[src/tpc_pkg.sv]
// shared constants and types for the test pattern capture trigger
package tpc_pkg;
   // ==========================================================
   // sizes
   // ==========================================================
   localparam int CAP_LOG2_DEF = 27;  // 128 Mbit single-channel depth
   localparam int BC_LOG2_MAX  = 7;   // up to 128 blocks
   localparam int PAT_MAX      = 64;  // longest match pattern, bits
   localparam int PAT_STEP     = 4;   // pattern length granule, bits

   // ==========================================================
   // encodings
   // ==========================================================
   // trigger source
   typedef enum logic [1:0] {
      TRIG_ERR    = 2'h0,
      TRIG_MATCH  = 2'h1,
      TRIG_MANUAL = 2'h2,
      TRIG_EXT    = 2'h3
   } tpc_trig_t;

   // window placement around the trigger point; 2'h3 acts as top
   typedef enum logic [1:0] {
      POS_TOP = 2'h0,
      POS_MID = 2'h1,
      POS_BOT = 2'h2,
      POS_RSV = 2'h3
   } tpc_pos_t;

   // channel combining, value is log2 of the size factor
   localparam logic [1:0] COMB_SINGLE = 2'h0;
   localparam logic [1:0] COMB_DUAL   = 2'h1;
   localparam logic [1:0] COMB_QUAD   = 2'h2;

   // capture sequencer, one-hot
   typedef enum logic [2:0] {
      ST_IDLE = 3'h1,
      ST_ARM  = 3'h2,
      ST_POST = 3'h4
   } tpc_state_t;

   // ==========================================================
   // reset values
   // ==========================================================
   localparam logic [2:0] RST_BC   = 3'h0;
   localparam logic [3:0] RST_LEN  = 4'hF;
   localparam logic       RST_AUX  = 1'h1;  // aux input idles high
endpackage : tpc_pkg

[src/tpc_match.sv]
// masked match-pattern detector on the received bit stream
`timescale 1ns/1ps
module tpc_match #(
   parameter int PW = tpc_pkg::PAT_MAX,
   parameter int LW = $clog2(PW / tpc_pkg::PAT_STEP)
) (
   // clock and reset
   input  wire logic          sys_clk,
   input  wire logic          rst_b,
   // stream
   input  wire logic          en,
   input  wire logic          bit_in,
   // pattern setup
   input  wire logic [PW-1:0] pattern,
   input  wire logic [PW-1:0] mask,
   input  wire logic [LW-1:0] len_code,
   input  wire logic [1:0]    comb,
   // results
   output logic               hit,
   output logic               pat_ok
);
   // ==========================================================
   // checks and storage
   // ==========================================================
   generate
      if (PW < tpc_pkg::PAT_STEP || PW % tpc_pkg::PAT_STEP != 0) begin : g_bad
         $error("tpc_match: pattern width must be a multiple of 4");
      end
   endgenerate

   logic [PW-1:0]   hist_r;   // newest bit in bit 0
   logic [PW-1:0]   hist_nxt;
   logic [PW-1:0]   in_len;   // bits inside the set length
   logic [LW+2:0]   fill_r;   // bits seen since enabled
   logic            hit_r;
   logic [PW/2-1:0] d_ok;     // per pair, mask uniform
   logic [PW/4-1:0] q_ok;     // per nibble, mask uniform

   // a group is clean when its mask bits agree
   function automatic logic grp_same(input logic [3:0] g,
                                     input logic       quad);
      grp_same = quad ? (g == 4'h0 || g == 4'hF) : (g[0] == g[1]);
   endfunction : grp_same

   // ==========================================================
   // decode
   // ==========================================================
   assign hist_nxt = {hist_r[PW-2:0], bit_in};

   // length decode and alignment per group
   genvar gi;
   generate
      for (gi = 0; gi < PW; gi++) begin : g_len
         assign in_len[gi] = (int'(len_code) >= gi / tpc_pkg::PAT_STEP);
      end
      for (gi = 0; gi < PW / 2; gi++) begin : g_dual
         assign d_ok[gi] = !in_len[2*gi] ||
            grp_same({2'h0, mask[2*gi+1:2*gi]}, 1'b0);
      end
      for (gi = 0; gi < PW / 4; gi++) begin : g_quad
         assign q_ok[gi] = !in_len[4*gi] ||
            grp_same(mask[4*gi+3:4*gi], 1'b1);
      end
   endgenerate

   // combining asks for whole 2- or 4-bit groups
   always_comb begin
      case (comb)
         tpc_pkg::COMB_SINGLE: pat_ok = 1'b1;
         tpc_pkg::COMB_DUAL:   pat_ok = &d_ok;
         tpc_pkg::COMB_QUAD:   pat_ok = &q_ok;
         default:              pat_ok = 1'b0;
      endcase
   end

   // ==========================================================
   // history and compare
   // ==========================================================
   // history shifts only while matching is selected
   always_ff @(posedge sys_clk) begin
      if (!rst_b) begin
         hist_r <= '0;
         fill_r <= '0;
      end else if (!en) begin
         fill_r <= '0;
      end else begin
         hist_r <= hist_nxt;
         if (fill_r < (LW+3)'(PW)) begin
            fill_r <= fill_r + 1'b1;
         end
      end
   end

   // mask bit one drops that bit from the compare
   always_ff @(posedge sys_clk) begin
      if (!rst_b) begin
         hit_r <= 1'b0;
      end else begin
         hit_r <= en &&
            (fill_r >= (LW+3)'({len_code, 2'h3})) &&
            ~|((hist_nxt ^ pattern) & ~mask & in_len);
      end
   end

   assign hit = hit_r;
endmodule : tpc_match

[src/tpc_capture.sv]
// test pattern capture sequencer with trigger selection
//
// Behaviour
// - start lights active and waits for trigger
// - memory filled ends capture, active cleared
// - refuse start in quick sync or sequence
// - block count 1 to 128, powers two
// - block size is depth over block count
// - dual combining doubles, quad quadruples block
// - bit error trigger starts storing
// - pattern hit trigger starts storing
// - each operator request while armed captures one block
// - aux input falling edge starts storing
// - pattern length 4 to 64, step 4
// - pattern settings act only for pattern trigger
// - mask one excludes that pattern bit
// - window placed after, around or before trigger
// - misaligned pattern under combining blocks start
`timescale 1ns/1ps
module tpc_capture #(
   parameter int CAP_LOG2 = tpc_pkg::CAP_LOG2_DEF,
   parameter int PW       = tpc_pkg::PAT_MAX,
   parameter int LW       = $clog2(PW / tpc_pkg::PAT_STEP),
   parameter int AW       = CAP_LOG2 + 2
) (
   // clock and reset
   input  wire logic          sys_clk,
   input  wire logic          rst_b,
   // received stream
   input  wire logic          rx_bit,
   input  wire logic          rx_err,
   // trigger sources
   input  wire logic          man_trig,
   input  wire logic          aux_in,
   // commands
   input  wire logic          cap_start,
   input  wire logic          cap_abort,
   input  wire logic          cfg_apply,
   // receiver modes
   input  wire logic          sync_quick,
   input  wire logic          pat_sequence,
   // staged setup, taken on cfg_apply
   input  wire logic [2:0]    block_count,
   input  wire logic          dual_channel_combining,
   input  wire logic          quad_channel_combining,
   input  wire logic [1:0]    trig_type,
   input  wire logic [1:0]    cap_pos,
   input  wire logic [LW-1:0] match_len,
   input  wire logic [PW-1:0] match_pattern,
   input  wire logic [PW-1:0] match_mask,
   // status
   output logic               capture_active,
   output logic               capture_done,
   output logic               start_refused,
   output logic [7:0]         blocks_captured,
   output logic [AW-1:0]      trig_addr,
   // capture memory write port
   output logic               mem_we,
   output logic [AW-1:0]      mem_addr,
   output logic               mem_data
);
   // ==========================================================
   // elaboration checks
   // ==========================================================
   generate
      if (CAP_LOG2 < tpc_pkg::BC_LOG2_MAX + 1 || CAP_LOG2 > 40 ||
          AW != CAP_LOG2 + 2) begin : g_bad
         $error("tpc_capture: depth must cover 128 blocks");
      end
   endgenerate

   // ==========================================================
   // declarations
   // ==========================================================
   // applied setup, changed only while idle
   logic [2:0]            bc_r;       // log2 of block count
   logic [1:0]            comb_r;     // log2 of combine factor
   tpc_pkg::tpc_trig_t    trig_r;
   tpc_pkg::tpc_pos_t     pos_r;
   logic [LW-1:0]         len_r;
   logic [PW-1:0]         pat_r;
   logic [PW-1:0]         mask_r;
   // sequencer
   tpc_pkg::tpc_state_t   state_r;
   logic [7:0]            blk_r;      // block being filled
   logic [AW-1:0]         off_r;      // write offset in block
   logic [AW:0]           post_r;     // bits still to store
   logic                  active_r;
   logic                  done_r;
   logic                  refuse_r;
   logic                  aux_prev_r;
   logic [AW-1:0]         trig_addr_r;
   logic                  mem_we_r;
   logic [AW-1:0]         mem_addr_r;
   logic                  mem_data_r;
   // decode
   logic [5:0]            sz_sh;      // log2 of block size
   logic [AW-1:0]         off_mask;
   logic [AW-1:0]         cur_addr;
   logic [AW:0]           post_init;
   logic [1:0]            comb_in;
   logic                  pat_hit;
   logic                  pat_ok;
   logic                  trig_evt;
   logic                  start_ok;
   logic                  st_arm;
   logic                  st_post;
   logic                  st_idle;
   logic                  wr_en;
   logic                  blk_end;
   logic                  last_blk;

   // ==========================================================
   // setup
   // ==========================================================
   // quad wins when both combining bits are set
   assign comb_in = quad_channel_combining ? tpc_pkg::COMB_QUAD :
                    dual_channel_combining ? tpc_pkg::COMB_DUAL :
                    tpc_pkg::COMB_SINGLE;

   // staged values land only on a confirm while idle
   always_ff @(posedge sys_clk) begin
      if (!rst_b) begin
         bc_r   <= tpc_pkg::RST_BC;
         comb_r <= tpc_pkg::COMB_SINGLE;
         trig_r <= tpc_pkg::TRIG_ERR;
         pos_r  <= tpc_pkg::POS_TOP;
         len_r  <= LW'(tpc_pkg::RST_LEN);
         pat_r  <= '0;
         mask_r <= '0;
      end else if (cfg_apply && st_idle) begin
         bc_r   <= block_count;
         comb_r <= comb_in;
         trig_r <= tpc_pkg::tpc_trig_t'(trig_type);
         pos_r  <= tpc_pkg::tpc_pos_t'(cap_pos);
         len_r  <= match_len;
         pat_r  <= match_pattern;
         mask_r <= match_mask;
      end
   end

   // ==========================================================
   // trigger sources
   // ==========================================================
   // pattern history runs only with the pattern trigger chosen
   tpc_match #(.PW(PW), .LW(LW)) u_match (
      .sys_clk  (sys_clk),
      .rst_b    (rst_b),
      .en       (trig_r == tpc_pkg::TRIG_MATCH),
      .bit_in   (rx_bit),
      .pattern  (pat_r),
      .mask     (mask_r),
      .len_code (len_r),
      .comb     (comb_r),
      .hit      (pat_hit),
      .pat_ok   (pat_ok)
   );

   // aux input is synchronous already, one stage finds the edge
   always_ff @(posedge sys_clk) begin
      if (!rst_b) begin
         aux_prev_r <= tpc_pkg::RST_AUX;
      end else begin
         aux_prev_r <= aux_in;
      end
   end

   // pick the selected trigger
   always_comb begin
      case (trig_r)
         tpc_pkg::TRIG_ERR:    trig_evt = rx_err;
         tpc_pkg::TRIG_MATCH:  trig_evt = pat_hit;
         tpc_pkg::TRIG_MANUAL: trig_evt = man_trig;
         tpc_pkg::TRIG_EXT:    trig_evt = aux_prev_r && !aux_in;
         default:              trig_evt = 1'b0;
      endcase
   end

   // ==========================================================
   // block geometry
   // ==========================================================
   // size is depth over count, scaled by the combine factor
   assign sz_sh = 6'(CAP_LOG2) - {3'h0, bc_r} + {4'h0, comb_r};
   assign off_mask = AW'(((AW+1)'(1) << sz_sh) - (AW+1)'(1));
   assign cur_addr = (AW'(blk_r) << sz_sh) | (off_r & off_mask);
   assign last_blk = ({1'b0, blk_r} + 9'h1) == (9'h1 << bc_r);

   // bits kept after the trigger bit for each placement
   always_comb begin
      case (pos_r)
         tpc_pkg::POS_MID: post_init = {1'b0, off_mask >> 1};
         tpc_pkg::POS_BOT: post_init = '0;
         default:          post_init = {1'b0, off_mask};
      endcase
   end

   // ==========================================================
   // sequencer
   // ==========================================================
   assign st_idle = (state_r == tpc_pkg::ST_IDLE);
   assign st_arm  = (state_r == tpc_pkg::ST_ARM);
   assign st_post = (state_r == tpc_pkg::ST_POST);

   // quick sync, sequence source or a bad pattern block a start
   assign start_ok = cap_start && st_idle && !sync_quick &&
                     !pat_sequence &&
                     (trig_r != tpc_pkg::TRIG_MATCH || pat_ok);

   // middle and bottom keep a ring of pre-trigger bits
   assign wr_en = (st_arm && (trig_evt || pos_r == tpc_pkg::POS_MID ||
                              pos_r == tpc_pkg::POS_BOT)) || st_post;

   assign blk_end = !cap_abort &&
                    ((st_arm && trig_evt && post_init == '0) ||
                     (st_post && post_r == (AW+1)'(1)));

   // state steps; abort drops back without completion
   always_ff @(posedge sys_clk) begin
      if (!rst_b) begin
         state_r <= tpc_pkg::ST_IDLE;
      end else begin
         case (state_r)
            tpc_pkg::ST_IDLE: begin
               if (start_ok) begin
                  state_r <= tpc_pkg::ST_ARM;
               end
            end
            tpc_pkg::ST_ARM: begin
               if (cap_abort) begin
                  state_r <= tpc_pkg::ST_IDLE;
               end else if (blk_end) begin
                  state_r <= last_blk ? tpc_pkg::ST_IDLE
                                      : tpc_pkg::ST_ARM;
               end else if (trig_evt) begin
                  state_r <= tpc_pkg::ST_POST;
               end
            end
            tpc_pkg::ST_POST: begin
               if (cap_abort) begin
                  state_r <= tpc_pkg::ST_IDLE;
               end else if (blk_end) begin
                  // next block waits for a fresh trigger
                  state_r <= last_blk ? tpc_pkg::ST_IDLE
                                      : tpc_pkg::ST_ARM;
               end
            end
            default: state_r <= tpc_pkg::ST_IDLE;
         endcase
      end
   end

   // offset and remaining count inside the current block
   always_ff @(posedge sys_clk) begin
      if (!rst_b) begin
         off_r  <= '0;
         post_r <= '0;
      end else if (start_ok || blk_end) begin
         off_r  <= '0;
      end else if (wr_en) begin
         off_r  <= (off_r + 1'b1) & off_mask;
         if (st_arm) begin
            post_r <= post_init;
         end else begin
            post_r <= post_r - 1'b1;
         end
      end
   end

   // blocks count up in order; the final value is the total
   always_ff @(posedge sys_clk) begin
      if (!rst_b) begin
         blk_r <= '0;
      end else if (start_ok) begin
         blk_r <= '0;
      end else if (blk_end) begin
         blk_r <= blk_r + 8'h01;
      end
   end

   // ==========================================================
   // status
   // ==========================================================
   // active from accepted start to last block or abort
   always_ff @(posedge sys_clk) begin
      if (!rst_b) begin
         active_r <= 1'b0;
         done_r   <= 1'b0;
         refuse_r <= 1'b0;
      end else begin
         done_r   <= blk_end && last_blk;
         refuse_r <= cap_start && st_idle && !start_ok;
         if (start_ok) begin
            active_r <= 1'b1;
         end else if (cap_abort || (blk_end && last_blk)) begin
            active_r <= 1'b0;
         end
      end
   end

   // write port and trigger position, all registered
   always_ff @(posedge sys_clk) begin
      if (!rst_b) begin
         mem_we_r    <= 1'b0;
         mem_addr_r  <= '0;
         mem_data_r  <= 1'b0;
         trig_addr_r <= '0;
      end else begin
         mem_we_r   <= wr_en && !cap_abort;
         mem_addr_r <= cur_addr;
         mem_data_r <= rx_bit;
         if (st_arm && trig_evt) begin
            trig_addr_r <= cur_addr;
         end
      end
   end

   assign capture_active  = active_r;
   assign capture_done    = done_r;
   assign start_refused   = refuse_r;
   assign blocks_captured = blk_r;
   assign trig_addr       = trig_addr_r;
   assign mem_we          = mem_we_r;
   assign mem_addr        = mem_addr_r;
   assign mem_data        = mem_data_r;
endmodule : tpc_capture

[config.mk]
export PLATFORM = sky130hd
export DESIGN_NAME = tpc_capture
export DESIGN_NICKNAME = d
export VERILOG_FILES = /design/src/tpc_pkg.sv /design/src/tpc_match.sv /design/src/tpc_capture.sv
export SDC_FILE = /design/constraint.sdc
export NUM_CORES = 1
export LEC_CHECK = 0
export BUFFER_PORTS_ARGS = -buffer_cell sky130_fd_sc_hd__buf_2
export CAP_MARGIN = 10
export CORE_MARGIN = 2
export CORE_UTILIZATION = 45
export CTS_CLUSTER_SIZE = 8
export DETAILED_ROUTE_END_ITERATION = 6
export GPL_ROUTABILITY_DRIVEN = 0
export HOLD_SLACK_MARGIN = 0.02
export SLEW_MARGIN = 0
export SYNTH_ARGS = -nofsm -noshare
export SYNTH_HDL_FRONTEND = slang
export SYNTH_HIERARCHICAL = 1
export SYNTH_SLANG_ARGS = --single-unit
[constraint.sdc]
create_clock -name sys_clk -period 8.6 [get_ports sys_clk]
set_input_delay 1.72 -clock sys_clk [delete_from_list [all_inputs] [get_ports sys_clk]]
set_output_delay 1.72 -clock sys_clk [all_outputs]
set_load 0.05 [all_outputs]
==> results_dict.tcl <==
set metrics [dict create \
    status "complete, no violations" \
    cts_hold_buf 0 \
    post_cts_buffers 0 \
    pwr-share-comb_pct 27.1 \
    root_buffer "clkbuf_16" \
    power_switching_w 0.001653 \
    antenna_left 0 \
    rsz0062_at_grt "no" \
    cts_tree "yes" \
    synth_cell_types 80 \
    ios 223 \
    antenna_found_initial 0 \
    dr_total_vias 15217 \
    viasPerCell 5.476 \
    yosys_warnings 6 \
    clkPwrFrac_pct 34.6 \
    startpoint_type "register" \
    grt_max_degree 102 \
    timing.fmax_ghz 0.1916 \
    start_util_pct 45.89 \
    htree_num_levels 2 \
    fin_nets 2495 \
    antenna_cells 0 \
    hpwl_um 34560 \
    power_w 0.004907 \
    synth_area_um2 17330 \
    grt_pass1_wl_um 78210 \
    overflow 0 \
    path_class "reg -> reg" \
    synth.area.top_cells "dfxtp_1, nand2_1, a21oi_1, ha_1, mux2i_1" \
    worst_ir_drop_vdd_uv 147.9 \
    p_sw_share_pct 33.69 \
    drv_slew 0 \
    period_share_pct 60.70 \
    cp-end-kind "register" \
    synth_edf_count 0 \
    routed_wl_um 48670 \
    hold_class "reg -> reg" \
    fp-row-count 71 \
    synthFlopType "dfxtp_1" \
    syn_inst 2115 \
    cts-buffers-inserted 49 \
    die_x_um 200.2 \
    worst_pin_slew_ps 1096 \
    track_usage_pct 23.80 \
    synth_commonest_cells "nand2_1, dfxtp_1, a21oi_1" \
    p_int_w 0.003254 \
    syn_nets 2346 \
    area_growth_pct 15.17 \
    cp.arrival_ps 5720 \
    synth_seq_area_share_pct 39.98 \
    die_h_um 200.2 \
    coreArea_um2 37760 \
    dieArea_um2 40090 \
    ctsLongestPathBuffers 3 \
    worstPathMaxFanout 27 \
    leakage_nw 7.902 \
    drc_errors 0 \
    yosysTopAreaCell "dfxtp_1" \
    drt_iter0_markers 863 \
    max_cap_violations 0 \
    clk_pin_slew_ps 50 \
    power_density_nw_per_um2 246.0 \
    period_minus_slack_ps 5220 \
    setup_viol 0 \
    cts_repair_resize_count 0 \
    synth_most_common_cell "nand2_1" \
    synth_top_area_share_pct 39.98 \
    slew-limit-headroom_pct 26.59 \
    synthArstFlopShare_pct 0 \
    seq_power_share_pct 38.3 \
    finClkSkew_ps 21.49 \
    layout-drive-gt1-share_pct 14.46 \
    ys_seq_elements 346 \
    crit_required_ps 9100 \
    drt_first_pass_iters 7 \
    wire_per_inst_um 17.51 \
    clk_latency_ps 570 \
    clock_sinks 346 \
    finalHoldViolations 0 \
    tns_ps 0 \
    numPortBuffers 222 \
    grt_pass1_vias 14523 \
    syn_avg_cell_area_um2 8.192 \
]
## routing by layer
metal  wire length, um  vias to the layer above  global-route usage [%]
li1                  -                     7586                       -
met1             21310                     7129                   30.38
met2             23670                      422                   40.95
met3              2251                       80                   3.303
met4              1436                        0                   8.635
met5                 0                        -                       0
## cells by family after synthesis
group	Yosys count	synth area share (%)
AND/OR/NAND/NOR	793	21.36
AO/OA/AOI/OAI	482	17.64
flip-flops	346	39.98
buffers and inverters	233	5.294
XOR/XNOR	100	5.055
multiplexers	82	4.918
adder cells (fa/ha/maj)	79	5.749
## final timing paths
kind         cells past startpoint  slack (ps)                  startpoint                         end
max                             14        3380        bc_r[0]$_SDFFE_PN0P_      post_r[0]$_SDFFE_PN0P_
min                              2         450  trig_addr[10]$_SDFFE_PN0P_  trig_addr[10]$_SDFFE_PN0P_
max reg2reg                     14        3380        bc_r[0]$_SDFFE_PN0P_      post_r[0]$_SDFFE_PN0P_
min reg2reg                      2         450  trig_addr[10]$_SDFFE_PN0P_  trig_addr[10]$_SDFFE_PN0P_
## area by class of cell
| cell class | instances | area, um^2 |
|---|---|---|
| Fill cell | 3651 | 17800 |
| Clock buffer | 54 | 1286 |
| Inverter | 96 | 365.4 |
| Tap cell | 511 | 639.4 |
| Clock inverter | 1 | 16.27 |
| Multi-Input combinational cell | 1536 | 9508 |
| Timing Repair Buffer | 235 | 1211 |
| Sequential cell | 346 | 6927 |
## worst max-delay path, stage by stage, from the launching register on
cell and delay (ps):
dfxtp_1 380, inv_1 110, ha_1 200, inv_1 70, fa_1 1130, nand2b_1 310
nor2_1 250, inv_1 120, ha_1 380, nor2b_1 60, o32ai_1 200, o2111ai_1 250
o21a_1 510, o21ai_2 840, o221a_2 330
## metrics by stage
| stage | hold WS (ps) | worst slack (ps) | area [um^2] | cells | util (%) |
|---|---|---|---|---|---|
| global placement | 444.1 | 3613 | 18650 | 2724 | 49.40 |
| global route | 476.1 | 2843 | 19950 | 2779 | 52.85 |
| finish | 452.8 | 3380 | 19950 | 2779 | 52.85 |
| detailed placement | 450.1 | 3420 | 18650 | 2724 | 49.40 |
| floorplan | 438.6 | 4565 | 17330 | 2115 | - |
| CTS | 456.7 | 3404 | 19950 | 2779 | 52.85 |
## registers in the layout, indices dropped and copies added (netlist names), 2 cells and up
| register | count |
|---|---|
| trig_addr | 29 |
| bc_r | 3 |
| pat_r | 64 |
| mem_addr | 29 |
| u_match/hist_r | 63 |
| u_match/fill_r | 7 |
| post_r | 30 |
| off_r | 29 |
| trig_r | 2 |
| comb_r | 2 |
| pos_r | 2 |
| blocks_captured | 8 |
| state_r | 3 |
| mask_r | 64 |
| len_r | 4 |
## placed cells by master, fill, tap and decap left out, types with 19 or more instances in the layout
master     instances
nor4_1            22
mux2i_1           75
buf_2            221
nand2_1          397
nand3_1           22
a21oi_1          218
xor2_1            24
a211oi_1          19
xnor2_1           76
o22ai_1           40
nor3_1            32
dfxtp_1          346
and2_1            34
clkbuf_16         50
inv_1             93
nor2_1           126
ha_1              78
nor2b_1           72
o21ai_0           41
## power groups by stage
stage	Combinational, W	Clock (W)	Sequential, W
final	0.00133	0.00170	0.00188
after global routing	0.00148	0.00181	0.00190
after CTS	0.00133	0.00174	0.00188
after detailed placement	0.00132	0	0.00191
after global placement	0.00130	0	0.00190
after floorplan	0.000977	0	0.00188
(Power assumes the default switching activity.)
